$ cat src/tfs_defs.vh
`ifndef TFS_DEFS_VH
`define TFS_DEFS_VH

// ------------------------------------------------------------
// register offsets (byte addresses, wishbone)
// ------------------------------------------------------------
`define TFS_ADDR_W 8
`define TFS_OFF_CTRL 8'h00
`define TFS_OFF_TAG0 8'h04
`define TFS_OFF_TAG1 8'h08
`define TFS_OFF_ENT0 8'h0C
`define TFS_OFF_ENT1 8'h10
`define TFS_OFF_RET1 8'h14
`define TFS_OFF_ITAG 8'h18
`define TFS_OFF_IENT 8'h1C
`define TFS_OFF_STAT 8'h20
`define TFS_OFF_FSTAT 8'h24
`define TFS_OFF_FADDR 8'h28
`define TFS_OFF_FAULT 8'h2C
// ------------------------------------------------------------
// fields
// ------------------------------------------------------------
`define TFS_CTRL_BAR_BIT 0
`define TFS_FAULT_NEST_BIT 31
`define TFS_GH_LSB 5
`define TFS_GH_MSB 6
`define TFS_SB_LOW 4'hF
`define TFS_SB_HIGH 4'hF
`define TFS_BAR_CYC 4'h4
`endif

$ cat src/tfs_cam.v
`timescale 1ns/1ps
`include "tfs_defs.vh"
module tfs_cam #(
  parameter DEPTH = 8,
  parameter IDX_W = 3,
  parameter TAG_W = 32,
  parameter ENT_W = 32
) (
  clk,
  reset,
  wrEn,
  wrTag,
  wrEnt,
  lookupEn,
  lookupTag,
  hit,
  hitEnt
);
  input wire clk;
  input wire reset;
  input wire wrEn;
  input wire [TAG_W-1:0] wrTag;
  input wire [ENT_W-1:0] wrEnt;
  input wire lookupEn;
  input wire [TAG_W-1:0] lookupTag;
  output reg hit;
  output reg [ENT_W-1:0] hitEnt;

  reg [TAG_W-1:0] tagMem [0:DEPTH-1];
  reg [ENT_W-1:0] entMem [0:DEPTH-1];
  reg [DEPTH-1:0] valid_r;
  reg [IDX_W-1:0] victim_r;
  wire [DEPTH-1:0] match;
  wire [DEPTH-1:0] lmatch;
  reg anyHit;
  reg [ENT_W-1:0] selEnt;
  integer k;

  genvar g;
  generate
    for (g = 0; g < DEPTH; g = g + 1) begin : cmp
      assign match[g] = valid_r[g] && (tagMem[g] == wrTag);
      assign lmatch[g] = valid_r[g] && (tagMem[g] == lookupTag);
    end
  endgenerate

  always @* begin
    anyHit = 1'b0;
    selEnt = {ENT_W{1'b0}};
    for (k = 0; k < DEPTH; k = k + 1) begin
      if (lmatch[k]) begin
        anyHit = 1'b1;
        selEnt = entMem[k];
      end
    end
  end

  // single write port keeps tag and entry together
  always @(posedge clk) begin
    if (wrEn && (match == {DEPTH{1'b0}})) begin
      tagMem[victim_r] <= wrTag;
      entMem[victim_r] <= wrEnt;
    end
  end

  always @(posedge clk or posedge reset) begin
    if (reset) begin
      valid_r <= {DEPTH{1'b0}};
      victim_r <= {IDX_W{1'b0}};
      hit <= 1'b0;
      hitEnt <= {ENT_W{1'b0}};
    end else begin
      if (wrEn && (match == {DEPTH{1'b0}})) begin
        valid_r[victim_r] <= 1'b1;
        victim_r <= victim_r + 1'b1;
      end
      hit <= lookupEn && anyHit;
      if (lookupEn) begin
        hitEnt <= selEnt;
      end
    end
  end
endmodule

$ cat src/tfs_barrier.v
`timescale 1ns/1ps
`include "tfs_defs.vh"
module tfs_barrier (
  clk,
  reset,
  start,
  storesDrained,
  busy
);
  input wire clk;
  input wire reset;
  input wire start;
  input wire storesDrained;
  output reg busy;

  reg [3:0] cnt_r;

  // reads held until min time passed and stores drained
  always @(posedge clk or posedge reset) begin
    if (reset) begin
      busy <= 1'b0;
      cnt_r <= 4'h0;
    end else if (start) begin
      busy <= 1'b1;
      cnt_r <= `TFS_BAR_CYC;
    end else if (busy) begin
      if (cnt_r != 4'h0) begin
        cnt_r <= cnt_r - 4'h1;
      end else if (storesDrained) begin
        busy <= 1'b0;
      end
    end
  end
endmodule

$ cat src/tfs_tlb_fill.v
// Design decisions made here: the address map and the Wishbone slave port.
`timescale 1ns/1ps
`include "tfs_defs.vh"
module tfs_tlb_fill #(
  parameter DEPTH = 8,
  parameter IDX_W = 3
) (
  clk,
  reset,
  wb_cyc_i,
  wb_stb_i,
  wb_we_i,
  wb_adr_i,
  wb_sel_i,
  wb_dat_i,
  wb_dat_o,
  wb_ack_o,
  icacheMiss,
  fetchAddr,
  itlbHit,
  itlbEntry,
  dataLookupEn,
  dataLookupTag,
  dtlbHit,
  dtlbEntry,
  loadStoreHold,
  barrierActive,
  storesDrained
);
  input wire clk;
  input wire reset;
  input wire wb_cyc_i;
  input wire wb_stb_i;
  input wire wb_we_i;
  input wire [`TFS_ADDR_W-1:0] wb_adr_i;
  input wire [3:0] wb_sel_i;
  input wire [31:0] wb_dat_i;
  output reg [31:0] wb_dat_o;
  output reg wb_ack_o;
  input wire icacheMiss;
  input wire [31:0] fetchAddr;
  output wire itlbHit;
  output wire [31:0] itlbEntry;
  input wire dataLookupEn;
  input wire [31:0] dataLookupTag;
  output wire dtlbHit;
  output wire [31:0] dtlbEntry;
  output reg loadStoreHold;
  output wire barrierActive;
  input wire storesDrained;

  // ------------------------------------------------------------
  // registers
  // ------------------------------------------------------------
  reg barrierOnRefillEnable_r;
  reg [31:0] tag0_r;
  reg [31:0] tag1_r;
  reg [31:0] ent0_r;
  reg [31:0] ent1_r;
  reg [31:0] itag_r;
  reg [3:0] sbLow_r;
  reg [3:0] sbHigh_r;
  reg pendingEnt1_r;
  reg [31:0] faultStat_r;
  reg [31:0] faultAddr_r;
  reg dCommit;
  reg iCommit;
  reg barStart;
  reg [31:0] rdData;
  reg ackDrop_r;

  wire req = wb_cyc_i && wb_stb_i && !wb_ack_o && !ackDrop_r;
  wire wr = req && wb_we_i;
  // ent1 retire arrives as a separate write
  wire retire = wr && (wb_adr_i == `TFS_OFF_RET1);

  function [31:0] mergeBytes;
    input [31:0] old;
    input [31:0] nw;
    input [3:0] sel;
    begin
      mergeBytes = {sel[3] ? nw[31:24] : old[31:24],
                    sel[2] ? nw[23:16] : old[23:16],
                    sel[1] ? nw[15:8] : old[15:8],
                    sel[0] ? nw[7:0] : old[7:0]};
    end
  endfunction

  function isAddr;
    input [`TFS_ADDR_W-1:0] a;
    input [`TFS_ADDR_W-1:0] b;
    begin
      isAddr = (a == b);
    end
  endfunction

  // a new set opens with tag0; a tag0 write before the prior retire is acked and dropped
  wire setBlocked = isAddr(wb_adr_i, `TFS_OFF_TAG0) && (sbHigh_r != 4'h0);

  // ------------------------------------------------------------
  // write side
  // ------------------------------------------------------------
  always @(posedge clk or posedge reset) begin
    if (reset) begin
      barrierOnRefillEnable_r <= 1'b0;
      tag0_r <= 32'h00000000;
      tag1_r <= 32'h00000000;
      ent0_r <= 32'h00000000;
      ent1_r <= 32'h00000000;
      itag_r <= 32'h00000000;
      sbLow_r <= 4'h0;
      sbHigh_r <= 4'h0;
      pendingEnt1_r <= 1'b0;
      faultStat_r <= 32'h00000000;
      faultAddr_r <= 32'h00000000;
      dCommit <= 1'b0;
      iCommit <= 1'b0;
      barStart <= 1'b0;
      wb_ack_o <= 1'b0;
      ackDrop_r <= 1'b0;
      wb_dat_o <= 32'h00000000;
      loadStoreHold <= 1'b0;
    end else begin
      dCommit <= 1'b0;
      iCommit <= 1'b0;
      barStart <= 1'b0;
      wb_ack_o <= req;
      ackDrop_r <= wb_ack_o;
      if (req) begin
        wb_dat_o <= rdData;
      end
      // rest of the open set still lands; only a fresh tag0 is dropped
      if (wr && !setBlocked) begin
        if (isAddr(wb_adr_i, `TFS_OFF_CTRL)) begin
          barrierOnRefillEnable_r <= wb_dat_i[`TFS_CTRL_BAR_BIT];
        end else if (isAddr(wb_adr_i, `TFS_OFF_TAG0)) begin
          tag0_r <= mergeBytes(tag0_r, wb_dat_i, wb_sel_i);
          sbHigh_r <= `TFS_SB_HIGH;
          sbLow_r <= `TFS_SB_LOW;
        end else if (isAddr(wb_adr_i, `TFS_OFF_TAG1)) begin
          tag1_r <= mergeBytes(tag1_r, wb_dat_i, wb_sel_i);
        end else if (isAddr(wb_adr_i, `TFS_OFF_ENT0)) begin
          ent0_r <= mergeBytes(ent0_r, wb_dat_i, wb_sel_i);
          barStart <= barrierOnRefillEnable_r;
          sbLow_r <= `TFS_SB_LOW;
        end else if (isAddr(wb_adr_i, `TFS_OFF_ENT1)) begin
          ent1_r <= mergeBytes(ent1_r, wb_dat_i, wb_sel_i);
          pendingEnt1_r <= 1'b1;
        end else if (isAddr(wb_adr_i, `TFS_OFF_RET1)) begin
          if (pendingEnt1_r) begin
            dCommit <= 1'b1;
            pendingEnt1_r <= 1'b0;
            sbHigh_r <= 4'h0;
            sbLow_r <= 4'h0;
          end
        end else if (isAddr(wb_adr_i, `TFS_OFF_ITAG)) begin
          itag_r <= mergeBytes(itag_r, wb_dat_i, wb_sel_i);
        end else if (isAddr(wb_adr_i, `TFS_OFF_IENT)) begin
          iCommit <= 1'b1;
        end else if (isAddr(wb_adr_i, `TFS_OFF_FAULT)) begin
          // nested table-fetch miss keeps first fault info
          if (!wb_dat_i[`TFS_FAULT_NEST_BIT]) begin
            faultStat_r <= {1'b0, wb_dat_i[`TFS_FAULT_NEST_BIT-1:0]};
            faultAddr_r <= fetchAddr;
          end
        end
      end
      // scoreboard set until retire holds loads; barrier busy holds them too
      loadStoreHold <= (sbLow_r != 4'h0) || barrierActive;
    end
  end

  // ------------------------------------------------------------
  // read side
  // ------------------------------------------------------------
  always @* begin
    rdData = 32'h00000000;
    if (isAddr(wb_adr_i, `TFS_OFF_CTRL)) begin
      rdData = {31'h00000000, barrierOnRefillEnable_r};
    end else if (isAddr(wb_adr_i, `TFS_OFF_TAG0)) begin
      rdData = tag0_r;
    end else if (isAddr(wb_adr_i, `TFS_OFF_TAG1)) begin
      rdData = tag1_r;
    end else if (isAddr(wb_adr_i, `TFS_OFF_ENT0)) begin
      rdData = ent0_r;
    end else if (isAddr(wb_adr_i, `TFS_OFF_ENT1)) begin
      rdData = ent1_r;
    end else if (isAddr(wb_adr_i, `TFS_OFF_STAT)) begin
      rdData = {22'h000000, barrierActive, pendingEnt1_r,
                sbHigh_r, sbLow_r};
    end else if (isAddr(wb_adr_i, `TFS_OFF_FSTAT)) begin
      rdData = faultStat_r;
    end else if (isAddr(wb_adr_i, `TFS_OFF_FADDR)) begin
      rdData = faultAddr_r;
    end
  end

  // ------------------------------------------------------------
  // barrier and arrays
  // ------------------------------------------------------------
  tfs_barrier u_bar (
    .clk(clk),
    .reset(reset),
    .start(barStart),
    .storesDrained(storesDrained),
    .busy(barrierActive)
  );

  // commit uses tag0 for data side
  tfs_cam #(.DEPTH(DEPTH), .IDX_W(IDX_W)) u_dtlb (
    .clk(clk),
    .reset(reset),
    .wrEn(dCommit),
    .wrTag(tag0_r),
    .wrEnt(ent0_r),
    .lookupEn(dataLookupEn),
    .lookupTag(dataLookupTag),
    .hit(dtlbHit),
    .hitEnt(dtlbEntry)
  );

  tfs_cam #(.DEPTH(DEPTH), .IDX_W(IDX_W)) u_itlb (
    .clk(clk),
    .reset(reset),
    .wrEn(iCommit),
    .wrTag(itag_r),
    .wrEnt(wb_dat_i),
    .lookupEn(icacheMiss),
    .lookupTag(fetchAddr),
    .hit(itlbHit),
    .hitEnt(itlbEntry)
  );
endmodule

$ cat config.mk
export PLATFORM = sky130hd
export DESIGN_NAME = tfs_tlb_fill
export DESIGN_NICKNAME = d
export VERILOG_FILES = /design/src/tfs_cam.v /design/src/tfs_barrier.v /design/src/tfs_tlb_fill.v
export VERILOG_INCLUDE_DIRS = /design/src
export SDC_FILE = /design/constraint.sdc
export NUM_CORES = 2
export LEC_CHECK = 0
export BUFFER_PORTS_ARGS = -buffer_cell sky130_fd_sc_hd__buf_4
export CORE_MARGIN = 5
export CORE_UTILIZATION = 50
export CTS_CLUSTER_DIAMETER = 150
export DETAILED_ROUTE_END_ITERATION = 12
export MAX_ROUTING_LAYER = met4
export PLACE_DENSITY = 0.7
export SYNTH_ARGS = -nofsm -noshare
export SYNTH_HDL_FRONTEND = slang
export SYNTH_SLANG_ARGS = --single-unit
$ cat constraint.sdc
create_clock -name clk -period 13 [get_ports clk]
set_input_delay 0.65 -clock clk [delete_from_list [all_inputs] [get_ports clk]]
set_output_delay 0.65 -clock clk [all_outputs]
set_load 0.01 [all_outputs]
After elaboration in Yosys (flattened, before gate mapping):

Memory sizes are Yosys's and may differ from the RTL's.
Cells that the tools add are included.

* bits of input ports: 116
* memories kept: 4
* RAM bits: 1024
* register bits: 364

* bitwise logic cells: 11
* reduce and logical (&&, ||, !) cells: 87
* multiplexer cells: 88
* $add $sub $neg: 3
* equality and inequality tests: 47
* order comparisons: 4

Memory list
* u_dtlb.entMem: words 8, width 32, rd ports 8, clocked after Yosys merged registers in 0, wr ports 1, line tfs_cam.v:30 `reg [ENT_W-1:0] entMem [0:DEPTH-1];`
* u_dtlb.tagMem: words 8, width 32, rd ports 8, clocked after Yosys merged registers in 0, wr ports 1, line tfs_cam.v:29 `reg [TAG_W-1:0] tagMem [0:DEPTH-1];`
* u_itlb.entMem: words 8, width 32, rd ports 8, clocked after Yosys merged registers in 0, wr ports 1, line tfs_cam.v:30
* u_itlb.tagMem: words 8, width 32, rd ports 8, clocked after Yosys merged registers in 0, wr ports 1, line tfs_cam.v:29

Operators by type and width (number)
* 32-bit == test: 32
* 32-bit two-way mux: 24
* 1-bit two-way mux: 50
* 4-bit two-way mux: 12
* 1-bit logical AND: 44
* 6-bit AND reduction: 6
* 9-bit AND reduction: 4
* 7-bit AND reduction: 5
* 8-bit by 5-bit == test with 1-bit output (second input constant): 4
* 8-bit by 6-bit == test with 1-bit output (second input constant): 4
* 8-bit zero test: 3
* 5-bit AND reduction: 4
* 8-bit by 4-bit == test with 1-bit output (second input constant): 2
* 8-bit OR: 2
* 4-bit AND reduction: 4
* 4-bit nonzero test: 3
* 11-bit AND reduction: 1
* 2-bit nonzero test: 5
* 1-bit NOT: 9
* 8-bit by 3-bit == test with 1-bit output (second input constant): 1
* 3-bit by 4-bit less-than comparator with 1-bit output (second input constant): 2
* 3-bit by 1-bit adder with 3-bit output (second input constant): 2
* 1-bit demux with 3-bit select: 2
* 3-bit by 1-bit greater-or-equal comparator with 1-bit output (second input constant): 2
* 7 further kinds: 13

Logic depth before layout (Yosys ltp):

An unclocked memory read counts as a cell.

* word-level depth: 12
* gate-level depth with buffers: 12
* mapped depth without buffers: 8

Cells and area by module:

From an unflattened synthesis, not the netlist that was laid out.

* cell total of the unflattened synthesis: 4585
* area, all modules: 63915.0 um^2

Modules (own cells, without submodules)
* tfs_cam: cells an instance 1823, instances 2, area each 26031.2 um^2
* tfs_tlb_fill: cells an instance 911, instances 1, area each 11574.9 um^2
* tfs_barrier: cells an instance 28, instances 1, area each 277.8 um^2

Worst setup path before layout:

OpenSTA, ideal clock, no wires.

* kind: register to register
* start point: reg itag_r[24]
* end point: mem u_itlb.entMem[4][0], enable pin
* slack: 5.941 ns
* library setup time: 0.565 ns
* data arrival time: 6.494 ns
* required time: 12.435 ns
* stages on the path, launching flop included: 10
* cells stage by stage: dfrtp_1 > buf_2 > xor2_1 > nor4_1 > nand4_1 > nor3_1 > or4_1 > nor4_4 > nand2_1 > nor3_1

* longest elaborated chain between the ends: 6

Ends and longest elaborated chain
* start, declared: line tfs_tlb_fill.v:60 `reg [31:0] itag_r;`
* start signal, assigned: line tfs_tlb_fill.v:157 `itag_r <= mergeBytes(itag_r, wb_dat_i, wb_sel_i);`
* 32-bit == test: line tfs_cam.v:42 `assign match[g] = valid_r[g] && (tagMem[g] == wrTag);`
* 1-bit logical AND: line tfs_cam.v:42
* 8-bit zero test (*): line tfs_cam.v:60 `if (wrEn && (match == {DEPTH{1'b0}})) begin`
* 1-bit logical AND (*): line tfs_cam.v:60
* 1-bit two-way mux (*): line tfs_cam.v:60
* 1-bit two-way mux (not written as such) (*): line tfs_cam.v:62 `entMem[victim_r] <= wrEnt;`
* end, declared: line tfs_cam.v:30

Mark *: on every way between the ends. The rest lies on a longest branch, timed or not.

Final worst setup path:

* start point: reg tag0_r[4]
* end point: mem u_dtlb.entMem[7][21], enable pin

* longest elaborated chain between the ends: 6

Ends and longest elaborated chain
* start, declared: line tfs_tlb_fill.v:56 `reg [31:0] tag0_r;`
* start signal, assigned: line tfs_tlb_fill.v:137 `tag0_r <= mergeBytes(tag0_r, wb_dat_i, wb_sel_i);`
* 32-bit == test: line tfs_cam.v:42
* 1-bit logical AND: line tfs_cam.v:42
* 8-bit zero test (*): line tfs_cam.v:60
* 1-bit logical AND (*): line tfs_cam.v:60
* 1-bit two-way mux (*): line tfs_cam.v:60
* 1-bit two-way mux (not written as such) (*): line tfs_cam.v:62
* end, declared: line tfs_cam.v:30

Marks and branches as above.

==> run metrics <==
count of cells resized by post-cts repair=0; Setup crit end=u_dtlb.entMem[7][21]$_DFFE_PP_; CP Data Required Time=13.40 ns; number of global-route vias before repair=39.1k; transition time at the pin with the least slew margin=1.27 ns; final-layout setup total negative slack=0 ns; cts-stage hold buffer count=0; vias per cell=6.38; number of cell rows=129; crit path launch=tag0_r[4]$_DFFE_PP0P_; Die Span Y=363 um; worst relative slew slack=15.4%; average wire length per cell after detail routing=34.6 um; final-report max-slew violation count=0; r2r setup slk=7.61 ns; count of state elements after synthesis=1382; max frequency=185 MHz; CTS tree=built; global placer's final weighted congestion=1.03; H-tree depth=4; final-report hold violation count=0; first-pass GRT wire length=312000 um; type of the worst setup path=register to register; root buffer cell=sky130_fd_sc_hd__clkbuf_16; area added between synthesis and finish=13.2%; Total GRT Usage=34.7%; GR met2 Demand/Resource=45.4%; number of antenna violations at the first check in global routing=17; proportion of register bits with asynchronous set or reset after synthesis=25.9%; number of clock sinks=1382; Die X-Extent=363 um; drc violations=0; Core Region=124000 um^2; setup repair bufs after CTS=0; detailed-routing iteration count for the pre-antenna-repair pass=6; distinct cell type count after synthesis=83; die area=131000 um^2; total I/O pin count=217; IO Port Bufs=216; arrival time of data at the critical path endpoint=5.79 ns; first-iteration detailed-routing DRC count=5962; count of flip-flops with a built-in enable after synthesis=1024; Post-DP HPWL=152000 um; Post-Syn Nets=4636; met3 usage=12.0%; max-cap viol count=0; clock buffers created by TritonCTS=152; Critical Path Start Type=register; fraction of final layout cells sized beyond drive strength 1=13.8%; crit path time final=5.39 ns; CTS clk-pin slew, worst paths=0.06 ns; top flip-flop cell by instance count after synthesis=sky130_fd_sc_hd__edfxtp_1; post-synthesis sequential area ratio=63.9%; most frequent standard cell in the layout excluding fill and tap cells=sky130_fd_sc_hd__edfxtp_1; Crit Path Max Fanout=33; peak supply drop=0.000133 V; cell count after synthesis=4516; power per unit of standard cell area=134 nW/um^2; clock latency on the worst-skew pair=0.78 ns; RSZ-0062 raised after global routing=no; Setup violations, final=0; status=finished clean; average instance area after synthesis=13.8 um^2; startpoint of the lowest-slack register-to-register path=tag0_r[4]$_DFFE_PP0P_; total power of the final layout=9.43 mW; top library cells by usage in the layout, fill and taps aside=sky130_fd_sc_hd__edfxtp_1, sky130_fd_sc_hd__xor2_1, sky130_fd_sc_hd__dfrtp_1, sky130_fd_sc_hd__xnor2_1, sky130_fd_sc_hd__buf_4; Critical Path Max Stage Delay=1.06 ns; crit path max-delay cell type=sky130_fd_sc_hd__dfrtp_1; worst flop-to-flop path endpoint=u_dtlb.entMem[7][21]$_DFFE_PP_; type of destination of the critical path=register; HP Class=input port to asynchronous set/reset pin; residual overflow from global routing=0; post-route cell area=70300 um^2; most heavily used metal layer in global routing=met1; starting utilization of the core area=50.3%; static power due to leakage=24.3 nW; total placed instance area=65300 um^2; final cycle utilization of the critical path=41.5%; Final Core Density=56.9%; worst reg2reg path depth=9; total wire length=224000 um; Synth Warn #=0; maximum number of pins on one net before global-route repair=155; global routing usage on met1=51.7%; remaining antenna violation count after routing=0; cell-by-cell listing of the critical path=xor2_1, nor4_1, nand4_1, nor3_1, or3_1, nor4_2, nand2_1, nor2_4, buf_4; CTS max path bufs=3; clock tree skew after final layout=0.0323 ns; combined area of all synthesized cells=62100 um^2; Final #Nets=4817; via total after detailed routing=41.4k
==> state kept, by name, summed over array words and instances (netlist names), 256 cells and up <==
signal / count
u_dtlb.entMem: 256
u_dtlb.tagMem: 256
u_itlb.entMem: 256
u_itlb.tagMem: 256
==> through the flow <==
stage | cells | hold WS, ns | worst slack (ns)
2_1_floorplan | 4516 | 0.435 | 2.42
3_3_place_gp | 6180 | 0.405 | 7.78
3_5_place_dp | 6180 | 0.395 | 7.73
4_1_cts | 6460 | 0.0389 | 7.72
5_1_grt | 6473 | 0.0799 | 7.43
6_report | 6482 | 0.0121 | 7.61
==> kinds of logic (layout without fill, tap and decap cells) <==
kind of cell | count (synthesis) | after routing | synth area share, %
buffers and inverters | 348 | 655 | 2.64
AND/OR/NAND/NOR | 874 | 874 | 7.49
flip-flops | 1382 | 1382 | 63.9
multiplexers | 224 | 224 | 4.06
other | 0 | 22 | 0
XOR/XNOR | 1025 | 1025 | 14.4
adder cells (fa/ha/maj) | 4 | 4 | 0.0805
AO/OA/AOI/OAI | 659 | 659 | 7.38
==> synthesized netlist by cell type, types with 9 or more instances <==
library cell / instances / area (um^2)
sky130_fd_sc_hd__o21ai_1: 62 / 310
sky130_fd_sc_hd__xor2_1: 713 / 6240
sky130_fd_sc_hd__buf_6: 13 / 146
sky130_fd_sc_hd__edfxtp_1: 1024 / 30700
sky130_fd_sc_hd__buf_1: 11 / 41.3
sky130_fd_sc_hd__o221ai_1: 12 / 105
sky130_fd_sc_hd__clkbuf_1: 102 / 383
sky130_fd_sc_hd__buf_2: 137 / 686
sky130_fd_sc_hd__o21ai_0: 101 / 505
sky130_fd_sc_hd__o41ai_1: 21 / 184
sky130_fd_sc_hd__a22oi_1: 24 / 180
sky130_fd_sc_hd__dfrtp_1: 358 / 8960
sky130_fd_sc_hd__o2111ai_1: 19 / 166
sky130_fd_sc_hd__a211oi_1: 18 / 135
sky130_fd_sc_hd__nor2_1: 176 / 661
sky130_fd_sc_hd__nand3_1: 60 / 300
sky130_fd_sc_hd__nor3b_1: 22 / 165
sky130_fd_sc_hd__nand4_1: 96 / 601
sky130_fd_sc_hd__or3_1: 24 / 150
sky130_fd_sc_hd__nor3_1: 57 / 285
sky130_fd_sc_hd__nand2_1: 159 / 597
sky130_fd_sc_hd__inv_1: 71 / 267
sky130_fd_sc_hd__or4_1: 13 / 97.6
sky130_fd_sc_hd__nor2b_1: 18 / 113
sky130_fd_sc_hd__o21ai_2: 10 / 87.6
sky130_fd_sc_hd__a2bb2oi_1: 30 / 263
sky130_fd_sc_hd__a211o_1: 13 / 114
sky130_fd_sc_hd__a31oi_1: 23 / 144
sky130_fd_sc_hd__and3_1: 26 / 163
sky130_fd_sc_hd__buf_4: 12 / 90.1
sky130_fd_sc_hd__a21boi_0: 19 / 143
sky130_fd_sc_hd__a21o_1: 9 / 67.6
sky130_fd_sc_hd__a21oi_1: 100 / 500
sky130_fd_sc_hd__a221oi_1: 95 / 832
sky130_fd_sc_hd__xnor2_1: 312 / 2730
sky130_fd_sc_hd__mux2_2: 77 / 867
sky130_fd_sc_hd__nor4_1: 179 / 1120
sky130_fd_sc_hd__mux2_1: 147 / 1660
sky130_fd_sc_hd__o31ai_1: 59 / 443
==> metal layers <==
layer  wire, um  part of all wire (%)
met1      98000                    44
met2      91500                    41
met3      29300                    13
met4       5260                   2.3
met5          0                     0
==> report_power, final <==
part / leakage (nW) / switching [mW] / total (mW) / internal [mW]
combinational: 8.99 / 0.262 / 0.358 / 0.0961
sequential: 12.9 / 0.0176 / 4.74 / 4.72
clock: 2.44 / 1.80 / 4.33 / 2.53
total: 24.3 / 2.08 / 9.43 / 7.35
==> how the worst min path moves through the flow <==
| stage | endpoint | depth (start not counted) | start |
|---|---|---|---|
| finish | tag0_r[14]$_DFFE_PP0P_ | 2 | reset |
| global route | pendingEnt1_r$_DFFE_PP0P_ | 2 | wb_adr_i[2] |
| CTS | pendingEnt1_r$_DFFE_PP0P_ | 2 | wb_adr_i[2] |
| detailed placement | ackDrop_r$_DFF_PP0_ | 0 | wb_ack_o$_DFF_PP0_ |
| global placement | ackDrop_r$_DFF_PP0_ | 0 | wb_ack_o$_DFF_PP0_ |
| floorplan | ackDrop_r$_DFF_PP0_ | 0 | wb_ack_o$_DFF_PP0_ |
==> critical path: cells and delay by family, from the launching register on <==
family | cells | cell delay [ns]
simple gates | 7 | 2.96
xor+xnor | 1 | 0.33
buf+inv | 1 | 0.62
flops | 1 | 1.06
==> cell type report <==
class,instances,area (um^2)
multi-input combinational,2786,20900
clock buffer,221,4470
antenna,22,55.1
fill,10000,53300
timing repair buffer,304,2290
inverter,71,274
sequential,1382,39700
tap,1637,2050
clock inverter,59,531
No activity file was read; power rests on OpenSTA's default activity.
